$ cat config.mk
export PLATFORM = sky130hd
export DESIGN_NAME = iox_expander
export DESIGN_NICKNAME = d
export VERILOG_FILES = /design/src/hdl/iox_pkg.sv /design/src/hdl/iox_alert_if.sv /design/src/hdl/iox_sync.sv /design/src/hdl/iox_change_alert.sv /design/src/hdl/iox_expander.sv
export VERILOG_INCLUDE_DIRS = /design/src /design/src/hdl
export SDC_FILE = /design/constraint.sdc
export NUM_CORES = 1
export LEC_CHECK = 0
export BUFFER_PORTS_ARGS = -buffer_cell sky130_fd_sc_hd__buf_4
export CAP_MARGIN = 40
export CELL_PAD_IN_SITES_DETAIL_PLACEMENT = 1
export CELL_PAD_IN_SITES_GLOBAL_PLACEMENT = 1
export CORE_ASPECT_RATIO = 1.25
export CORE_MARGIN = 2
export CORE_UTILIZATION = 45
export DETAILED_ROUTE_END_ITERATION = 10
export PLACE_DENSITY_LB_ADDON = 0.1
export SLEW_MARGIN = 20
export SYNTH_ARGS = -nofsm -noshare
export SYNTH_HDL_FRONTEND = slang
export SYNTH_SLANG_ARGS = --single-unit
$ cat constraint.sdc
create_clock -name mclk -period 2 [get_ports mclk]
set_input_delay 0.3 -clock mclk [delete_from_list [all_inputs] [get_ports mclk]]
set_output_delay 0.3 -clock mclk [all_outputs]
set_load 0.03 [all_outputs]
$ cat src/hdl/iox_map.svh
`ifndef IOX_MAP_SVH
`define IOX_MAP_SVH

// Fixed upper nibble of the responder address
`define IOX_ADDR_FIXED    4'h7
// Port latch value after reset: every pin high on the weak pullup
`define IOX_LATCH_RESET   8'hff
// Data bits in one byte, counted by the bit counter
`define IOX_BYTE_BITS     4'h8
// Synchroniser reset: bus lines idle high, pins high, address straps 3'b001
`define IOX_SYNC_RESET    13'h07ff

`endif

$ cat src/hdl/iox_pkg.sv
package iox_pkg;

  typedef enum logic [2:0] {
    IOX_IDLE,
    IOX_ADDR,
    IOX_ADDR_ACK,
    IOX_WR_DATA,
    IOX_WR_ACK,
    IOX_RD_DATA,
    IOX_RD_ACK,
    IOX_IGNORE
  } iox_state_type;

  typedef logic [7:0] iox_byte_type;

endpackage

$ cat src/hdl/iox_alert_if.sv
`timescale 1ns/1ns
interface iox_alert_if;
  logic [7:0] pinLevel;
  logic [7:0] inputMask;
  logic       clearReq;
  logic [7:0] clearValue;
  logic       alertActive;

  modport core (
    output pinLevel,
    output inputMask,
    output clearReq,
    output clearValue,
    input  alertActive
  );

  modport alert (
    input  pinLevel,
    input  inputMask,
    input  clearReq,
    input  clearValue,
    output alertActive
  );
endinterface

$ cat src/hdl/iox_sync.sv
`timescale 1ns/1ns
module iox_sync #(
  parameter int                 WIDTH     = 13,
  parameter logic [WIDTH-1:0]   RESET_VAL = '1
) (
  // Clock and reset
  input  wire logic             mclk,
  input  wire logic             rst,
  // Asynchronous inputs and their filtered levels
  input  wire logic [WIDTH-1:0] rawIn,
  output logic      [WIDTH-1:0] level
);

  logic [WIDTH-1:0] stage1_reg;
  logic [WIDTH-1:0] stage2_reg;
  logic [WIDTH-1:0] stage3_reg;
  logic [WIDTH-1:0] level_reg;
  logic [WIDTH-1:0] level_next;

  // A bit only moves once stages two and three agree, so a one-cycle
  // glitch that slips past the second flop never reaches the core.
  genvar i;
  generate
    for (i = 0; i < WIDTH; i++) begin : gBit
      assign level_next[i] = (stage2_reg[i] == stage3_reg[i]) ? stage3_reg[i] : level_reg[i];
    end
  endgenerate

  always_ff @(posedge mclk) begin
    if (rst) begin
      stage1_reg <= RESET_VAL;
      stage2_reg <= RESET_VAL;
      stage3_reg <= RESET_VAL;
      level_reg  <= RESET_VAL;
    end else begin
      stage1_reg <= rawIn;
      stage2_reg <= stage1_reg;
      stage3_reg <= stage2_reg;
      level_reg  <= level_next;
    end
  end

  assign level = level_reg;

endmodule

$ cat src/hdl/iox_change_alert.sv
`timescale 1ns/1ns
`include "iox_map.svh"
module iox_change_alert
  import iox_pkg::*;
(
  // Clock and reset
  input  wire logic  mclk,
  input  wire logic  rst,
  // Link to the bus core
  iox_alert_if.alert al
);

  iox_byte_type refLevel_reg;
  iox_byte_type refLevel_next;
  logic         active_reg;
  logic         active_next;

  always_comb begin
    refLevel_next = refLevel_reg;
    active_next   = active_reg;
    if (al.clearReq) begin
      // Re-arm against clearValue: the byte sent on a read, the pin level at the write acknowledge; detection resumes next edge
      refLevel_next = al.clearValue;
      active_next   = 1'b0;
    end else begin
      // Level compare: returning to the reference clears by itself
      active_next = |((al.pinLevel ^ refLevel_reg) & al.inputMask);
    end
  end

  always_ff @(posedge mclk) begin
    if (rst) begin
      refLevel_reg <= `IOX_LATCH_RESET;
      active_reg   <= 1'b0;
    end else begin
      refLevel_reg <= refLevel_next;
      active_reg   <= active_next;
    end
  end

  assign al.alertActive = active_reg;

endmodule

$ cat src/hdl/iox_expander.sv
`timescale 1ns/1ns
`include "iox_map.svh"
module iox_expander
  import iox_pkg::*;
(
  // Clock and reset
  input  wire logic       mclk,
  input  wire logic       rst,
  // I2C bus, open drain
  input  wire logic       sclIn,
  input  wire logic       sdaIn,
  output logic            sdaOut,
  output logic            sdaOe,
  // Address straps
  input  wire logic [2:0] pinAddressSelect,
  // Quasi-bidirectional port
  input  wire logic [7:0] expanderPinIn,
  output logic      [7:0] expanderPinOut,
  output logic      [7:0] expanderPinOe,
  output logic      [7:0] expanderPinStrongUp,
  // Change alert, open drain, active low
  output logic            alertOut,
  output logic            alertOe
);

  iox_alert_if alertLink ();

  logic [12:0]   syncLevel;
  logic          sclLevel;
  logic          sdaLevel;
  logic [2:0]    addrLevel;
  iox_byte_type  pinLevel;

  logic          sclPrev_reg;
  logic          sdaPrev_reg;
  logic          sclRise;
  logic          sclFall;
  logic          startSeen;
  logic          stopSeen;
  logic          addrMatch;

  iox_state_type state_reg;
  iox_state_type state_next;
  logic [3:0]    bitCnt_reg;
  logic [3:0]    bitCnt_next;
  iox_byte_type  rxShift_reg;
  iox_byte_type  rxShift_next;
  iox_byte_type  txShift_reg;
  iox_byte_type  txShift_next;
  iox_byte_type  txShifted;
  iox_byte_type  readSnap_reg;
  iox_byte_type  readSnap_next;
  logic          readMode_reg;
  logic          readMode_next;
  logic          sdaOe_reg;
  logic          sdaOe_next;
  iox_byte_type  latch_reg;
  iox_byte_type  latch_next;
  iox_byte_type  pinOe_reg;
  iox_byte_type  pinOe_next;
  iox_byte_type  strong_reg;
  iox_byte_type  strong_next;
  logic          clear_reg;
  logic          clear_next;
  iox_byte_type  clearValue_reg;
  iox_byte_type  clearValue_next;
  logic          lowLevel_reg;

  // Bus lines, pins and straps all come from outside this clock
  iox_sync #(
    .WIDTH     (13),
    .RESET_VAL (`IOX_SYNC_RESET)
  ) uSync (
    .mclk  (mclk),
    .rst   (rst),
    .rawIn ({pinAddressSelect, expanderPinIn, sdaIn, sclIn}),
    .level (syncLevel)
  );

  assign sclLevel  = syncLevel[0];
  assign sdaLevel  = syncLevel[1];
  assign pinLevel  = syncLevel[9:2];
  assign addrLevel = syncLevel[12:10];

  // Edge history of the filtered bus lines
  always_ff @(posedge mclk) begin
    if (rst) begin
      sclPrev_reg <= 1'b1;
      sdaPrev_reg <= 1'b1;
    end else begin
      sclPrev_reg <= sclLevel;
      sdaPrev_reg <= sdaLevel;
    end
  end

  assign sclRise   = sclLevel & ~sclPrev_reg;
  assign sclFall   = ~sclLevel & sclPrev_reg;
  assign startSeen = sclLevel & sclPrev_reg & sdaPrev_reg & ~sdaLevel;
  assign stopSeen  = sclLevel & sclPrev_reg & ~sdaPrev_reg & sdaLevel;

  // The general call byte has a zero upper nibble, so it never matches
  assign addrMatch = (rxShift_reg[7:4] == `IOX_ADDR_FIXED) && (rxShift_reg[3:1] == addrLevel);

  assign txShifted = {txShift_reg[6:0], 1'b1};

  always_comb begin
    state_next      = state_reg;
    bitCnt_next     = bitCnt_reg;
    rxShift_next    = rxShift_reg;
    txShift_next    = txShift_reg;
    readSnap_next   = readSnap_reg;
    readMode_next   = readMode_reg;
    sdaOe_next      = sdaOe_reg;
    latch_next      = latch_reg;
    strong_next     = strong_reg;
    clear_next      = 1'b0;
    clearValue_next = clearValue_reg;
    if (sclFall) begin
      strong_next = '0;
    end
    if (startSeen) begin
      // Repeated start is handled the same way as a first start
      state_next  = IOX_ADDR;
      bitCnt_next = '0;
      sdaOe_next  = 1'b0;
    end else if (stopSeen) begin
      // Shift contents are abandoned; latches keep the last acknowledged byte
      state_next  = IOX_IDLE;
      bitCnt_next = '0;
      sdaOe_next  = 1'b0;
    end else begin
      case (state_reg)
        IOX_ADDR: begin
          if (sclRise) begin
            rxShift_next = {rxShift_reg[6:0], sdaLevel};
            bitCnt_next  = bitCnt_reg + 4'h1;
          end else if (sclFall && bitCnt_reg == `IOX_BYTE_BITS) begin
            bitCnt_next   = '0;
            readMode_next = rxShift_reg[0];
            if (addrMatch) begin
              state_next = IOX_ADDR_ACK;
              sdaOe_next = 1'b1;
            end else begin
              // Not ours: no acknowledge and no alert side effects
              state_next = IOX_IGNORE;
            end
          end
        end
        IOX_ADDR_ACK: begin
          if (sclRise && readMode_reg) begin
            txShift_next  = pinLevel;
            readSnap_next = pinLevel;
          end else if (sclFall) begin
            if (readMode_reg) begin
              state_next = IOX_RD_DATA;
              sdaOe_next = ~txShift_reg[7];
            end else begin
              state_next = IOX_WR_DATA;
              sdaOe_next = 1'b0;
            end
          end
        end
        IOX_RD_DATA: begin
          if (sclRise) begin
            bitCnt_next = bitCnt_reg + 4'h1;
          end else if (sclFall) begin
            if (bitCnt_reg == `IOX_BYTE_BITS) begin
              state_next = IOX_RD_ACK;
              sdaOe_next = 1'b0;
            end else begin
              txShift_next = txShifted;
              sdaOe_next   = ~txShifted[7];
            end
          end
        end
        IOX_RD_ACK: begin
          if (sclRise) begin
            // Reference is the byte sent, so a change since the sample re-alerts
            clear_next      = 1'b1;
            clearValue_next = readSnap_reg;
          end else if (sclFall) begin
            state_next = IOX_IGNORE;
          end
        end
        IOX_WR_DATA: begin
          if (sclRise) begin
            rxShift_next = {rxShift_reg[6:0], sdaLevel};
            bitCnt_next  = bitCnt_reg + 4'h1;
          end else if (sclFall && bitCnt_reg == `IOX_BYTE_BITS) begin
            state_next = IOX_WR_ACK;
            sdaOe_next = 1'b1;
          end
        end
        IOX_WR_ACK: begin
          if (sclRise) begin
            latch_next      = rxShift_reg;
            strong_next     = rxShift_reg;
            clear_next      = 1'b1;
            clearValue_next = pinLevel;
          end else if (sclFall) begin
            state_next = IOX_IGNORE;
            sdaOe_next = 1'b0;
          end
        end
        default: begin
          // Idle and ignore: wait for start or stop, SDA released
          sdaOe_next = 1'b0;
        end
      endcase
    end
    // Low latch bits drive the pin hard; high bits rest on the weak pullup
    pinOe_next = ~latch_next;
  end

  always_ff @(posedge mclk) begin
    if (rst) begin
      state_reg      <= IOX_IDLE;
      bitCnt_reg     <= '0;
      rxShift_reg    <= '0;
      txShift_reg    <= '0;
      readSnap_reg   <= `IOX_LATCH_RESET;
      readMode_reg   <= 1'b0;
      sdaOe_reg      <= 1'b0;
      latch_reg      <= `IOX_LATCH_RESET;
      pinOe_reg      <= '0;
      strong_reg     <= '0;
      clear_reg      <= 1'b0;
      clearValue_reg <= `IOX_LATCH_RESET;
      lowLevel_reg   <= 1'b0;
    end else begin
      state_reg      <= state_next;
      bitCnt_reg     <= bitCnt_next;
      rxShift_reg    <= rxShift_next;
      txShift_reg    <= txShift_next;
      readSnap_reg   <= readSnap_next;
      readMode_reg   <= readMode_next;
      sdaOe_reg      <= sdaOe_next;
      latch_reg      <= latch_next;
      pinOe_reg      <= pinOe_next;
      strong_reg     <= strong_next;
      clear_reg      <= clear_next;
      clearValue_reg <= clearValue_next;
      lowLevel_reg   <= 1'b0;
    end
  end

  // Only pins resting high can be inputs, so only they raise alerts
  assign alertLink.pinLevel   = pinLevel;
  assign alertLink.inputMask  = latch_reg;
  assign alertLink.clearReq   = clear_reg;
  assign alertLink.clearValue = clearValue_reg;

  iox_change_alert uAlert (
    .mclk (mclk),
    .rst  (rst),
    .al   (alertLink.alert)
  );

  assign sdaOut              = lowLevel_reg;
  assign sdaOe               = sdaOe_reg;
  assign expanderPinOut      = latch_reg;
  assign expanderPinOe       = pinOe_reg;
  assign expanderPinStrongUp = strong_reg;
  assign alertOut            = lowLevel_reg;
  assign alertOe             = alertLink.alertActive;

endmodule

# Yosys cells after proc, flatten, opt, wreduce, memory -nomap -nowiden
# Index checks and enable logic that the tools add are counted.
[word_totals]
mem_count = 0
input_bits = 15
word_cells = 184
rom_bits = 0
reg_bits = 129
ram_bits = 0
output_inout_bits = 28
latchBits = 0
[op_classes]
n_div = 0
magnitude_cmp = 0
n_bitwise = 21
shifts = 0
n_reduce_logical = 24
n_mul = 0
n_mux = 52
n_addsub = 1
n_eq_ne = 53
[ops]
columns = ["operator", "n"]
rows = [
  ["8-bit 2-to-1 mux", 15],
  ["3-bit 2-to-1 mux", 13],
  ["4-bit != test, second input constant", 9],
  ["12-bit AND reduction", 3],
  ["2-bit != test, second input constant", 17],
  ["8-bit one-hot mux with 2 select lines", 2],
  ["1-bit 2-to-1 mux", 16],
  ["3-bit one-hot mux with 5 select lines", 1],
  ["1-bit == test", 13],
  ["4-bit 2-to-1 mux", 3],
  ["1-bit inverter", 11],
  ["5-bit AND reduction", 2],
  ["3-bit == test, second input constant", 3],
  ["8-bit bitwise AND", 1],
  ["8-bit inverter", 1],
  ["4-bit one-hot mux with 2 select lines", 1],
  ["4-bit AND reduction", 2],
  ["2-bit OR reduction", 4],
  ["8-bit OR reduction", 1],
  ["8-bit XOR", 1],
  ["1-bit bitwise AND", 7],
  ["7-bit AND reduction", 1],
  ["7-bit nonzero test", 1],
  ["3-bit by 2-bit == test with 1-bit output, second input constant", 2],
  ["other kinds (16)", 21],
]

# Depth between registers and ports, before layout
[depth]
word_depth = 8
depth_mapped = 8
mapped_depth_nobuf = 7

# Hierarchy
# A second synthesis with hierarchy kept.
[hier_totals]
hier_cells = 518
hier_area_um2 = 4890.9
[modules_own_cells]
columns = ["module", "cells_each", "n_inst", "seq_area_each_um2", "area_each_um2"]
rows = [
  ["iox_expander", 342, 1, 1361.3, 2905.3],
  ["iox_sync", 135, 1, 1041.0, 1550.2],
  ["iox_change_alert", 41, 1, 180.2, 435.4],
]

# Least setup slack after synthesis
# No wires, ideal clock.
[synth_path]
kind = "reg2reg"
start = "register sclPrev_reg"
end = "register state_reg[0]"
arrival_ns = 1.564
synth_period_minus_slack_ns = 1.696
setup_ns = 0.132
path_stages_with_launch = 6
required_ns = 1.868
path_buffers = 0
setup_slack_ns = 0.304
path_cell_list = "dfxtp_1 > and2b_2 > or3b_1 > a211oi_4 > a2bb2oi_1 > a211oi_2"
[synth_via]
elab_chain_len = 5
elab_cells_between_ends = 25
classes_between = "11 x eq/ne; 2 x mux; 8 x bitwise; 4 x reduce/logical"
[synth_rtl]
columns = ["item", "line_no", "source"]
rows = [
  ["start, declared", "iox_expander.sv:34", "logic sclPrev_reg;"],
  ["start signal, assigned", "iox_expander.sv:91", "sclPrev_reg <= sclLevel;"],
  ["1-bit bitwise AND or 1-bit inverter (tied branches)", "iox_expander.sv:98, iox_expander.sv:99, iox_expander.sv:96", ""],
  ["1-bit bitwise AND (on tied branches)", "iox_expander.sv:98, iox_expander.sv:96, iox_expander.sv:99", ""],
  ["1-bit bitwise AND (tied with other cells)", "iox_expander.sv:98", "assign startSeen = sclLevel & sclPrev_reg & sdaPrev_reg & ~sdaLevel;"],
  ["4-bit != test (no source line) (tied with other cells)", "n/a", ""],
  ["12-bit AND reduction (no source line) or 1-bit 2-to-1 mux (tied branches)", "n/a", ""],
  ["end signal, assigned", "iox_expander.sv:231", "state_reg <= state_next;"],
  ["end, declared", "iox_expander.sv:42", "iox_state_type state_reg;"],
]
# Parallel ways exist; a longest one is shown, timed or not.
# A chain may end at the register's enable or synchronous reset.

# Worst setup path after layout
# Ends and elaborated chain as after synthesis.

==> reports/qor.yml <==
chipWidth_um: 96.45
drive_above_1_share_pct: 24.96
ir_drop_mv: 0.5800
ys_seq_area_share_pct: 53.72
syn_area_sq_um: 4807
synthDistinctLibCells: 50
synth_top_family_by_area: "simple AND/OR/NAND/NOR gates"
cellPowerDensity_nw_per_um2: 980.7
cts_root_buf: "clkbuf_16"
cts_setup_buffers: 0
post_synth_and_or_nand_nor_area_fraction_pct: 20.95
grt_max_degree: 115
num_rows: 42
ys.flop_type: "dfxtp_1"
yosysWarnings: 0
initial_utilization_pct: 45.74
startpoint_type: "flop"
most-common-layout-cells: "dfxtp_1 (127), buf_4 (54), nand2_1 (53)"
fin_nets: 565
postPlaceCellArea_sq_um: 5278
fin_crit_ns: 1.876
cts_buffer_depth: 2
post_cts_resized: 0
critPathBufInv: 0
post_drt_wl_per_cell_um: 15.55
io_pins: 43
synth_edf_count: 0
ctsHoldBuffers: 0
synth-async-reset-ratio_pct: 0
drt_iter0_markers: 100
grt_overflow: 0
cts_tree: "built"
crit_path_max_fanout: 9
dp_hpwl_um: 7043
vias_per_cell: 5.133
design_area_sq_um: 5874
outcome: "complete, no violations"
skew_ns: 0.006991
cts_inserted_buffers: 17
layout_commonest_cell: "dfxtp_1"
synth-compound-area-share_pct: 12.96
drtPass1Iterations: 4
diodes: 0
core_region_area_sq_um: 10510
end_kind: "flop"
ant_nets: 0
total_leakage_power_nw: 2.322
cpPeakStageDelay_ns: 0.44
hold_viol_final: 0
slew-limit-headroom_pct: 59.58
track_usage_pct: 20.47
drt_drc_violations_left: 0
maxCapViolCount: 0
synth-adder-area-share_pct: 0.5206
report.power.total_mw: 5.761
synth-xor-area-share_pct: 2.551
grt_pass1_wl_um: 18080
drt-total-wl_um: 10770
cp_slowest_cell: "dfxtp_1"
synth.area.mux_share_pct: 5.622
max_freq_mhz: 533.0
syn-mean-instance-area_sq_um: 9.576
grt_pass1_vias: 3734
clk_pin_slew_ns: 0.06
worstPathCellList: "and2b_2 -> or3b_1 -> a211oi_4 -> a2bb2oi_1 -> a211oi_2"
finalMaxSlewViolations: 0
worstPathArrival_ns: 2.16
hold_class: "input port to flop"
die-height_um: 119.6
antenna_found_initial: 0
rsz0062_at_grt: "no"
tightest_slew_ns: 0.6054
postLayoutCoreUtil_pct: 55.89
crit_family: "compound AO/OA/AOI/OAI gates"
netlist_instances: 502
vias: 3557
final.period_utilization_pct: 93.81
setup_violations: 0
syn2layout_area_growth_pct: 22.20
ys_ff_latch: 129
crit_type: "flop to flop"
globalplace.congestion: 0.8961
h-tree-depth: 4
crit_required_ns: 2.28
cts_sinks: 129
clk_latency_ns: 0.41
io_buffers: 40
tns_ns: 0
die_area_sq_um: 11530
## logic make-up (layout without fill, tap and decap cells)
family	after synthesis	after routing
AND/OR/NAND/NOR	196	196
adder cells (fa/ha/maj)	2	2
XOR/XNOR	14	14
flip-flops	129	129
AO/OA/AOI/OAI	92	92
buffers and inverters	42	100
other	1	2
multiplexers	26	26
## layer usage
layer  part of all wire (%)  global-route usage (%)
met5                      0                       0
met4                    1.8                   7.570
met3                    2.8                   5.650
met2                     53                   35.50
met1                     42                   23.63
## cell usage after synthesis, types with 2 or more instances
cell,instances,area [sq um]
dfxtp_1,129,2582
nand2_1,53,198.9
nor2_1,48,180.2
a21oi_1,40,200.2
or2_2,38,237.7
mux2i_1,18,180.2
clkbuf_1,17,63.81
nor2b_1,17,106.4
a211o_1,16,140.1
inv_1,13,48.80
o21bai_1,12,90.09
xor2_1,12,105.1
nand3b_1,10,75.07
and2_1,8,50.05
mux2_2,8,90.09
buf_2,6,30.03
o21ai_0,6,30.03
buf_1,4,15.01
a22oi_1,3,22.52
nand2b_1,3,18.77
nand4b_1,3,26.28
a31oi_1,2,12.51
and3_1,2,12.51
buf_4,2,15.01
ha_1,2,25.02
nand3_1,2,10.01
nor3_1,2,10.01
nor3b_1,2,15.01
o211ai_1,2,15.01
xnor2_1,2,17.52
## metrics by stage
stage / hold slack [ns] / worst slack [ns] / instances
after CTS: 0.05338 / 0.09175 / 693
after detailed placement: 0.3976 / 0.1203 / 661
after floorplan: 0.3895 / 0.3036 / 503
after global placement: 0.3910 / 0.1982 / 661
final: 0.06849 / 0.1237 / 693
after global routing: 0.05126 / 0.005353 / 693
## where the power goes
part	internal [mW]	switching, mW
clock network	1.91	1.13
logic	0.0517	0.0520
registers	2.60	0.0140
## area by class of cell
| cell class | instances | area (sq um) |
|---|---|---|
| tap | 132 | 165.2 |
| sequential | 129 | 2585 |
| clock inverter | 11 | 130.1 |
| timing repair buffer | 55 | 425.4 |
| multi-input combinational | 332 | 2059 |
| fill | 1210 | 4636 |
| inverter | 13 | 48.80 |
| clock buffer | 21 | 460.4 |
## final timing paths
check | cells after the start | startpoint | endpoint | slack [ns]
min reg2reg | 1 | uSync.stage1_reg[0]$_SDFF_PP1_ | uSync.stage2_reg[0]$_SDFF_PP1_ | 0.41
min | 2 | expanderPinIn[6] | uSync.stage1_reg[8]$_SDFF_PP1_ | 0.07
max reg2reg | 5 | sclPrev_reg$_SDFF_PP1_ | state_reg[0]$_SDFFE_PP0P_ | 0.12
max | 5 | sclPrev_reg$_SDFF_PP1_ | state_reg[0]$_SDFFE_PP0P_ | 0.12
Power figures use the tool's default switching activity.
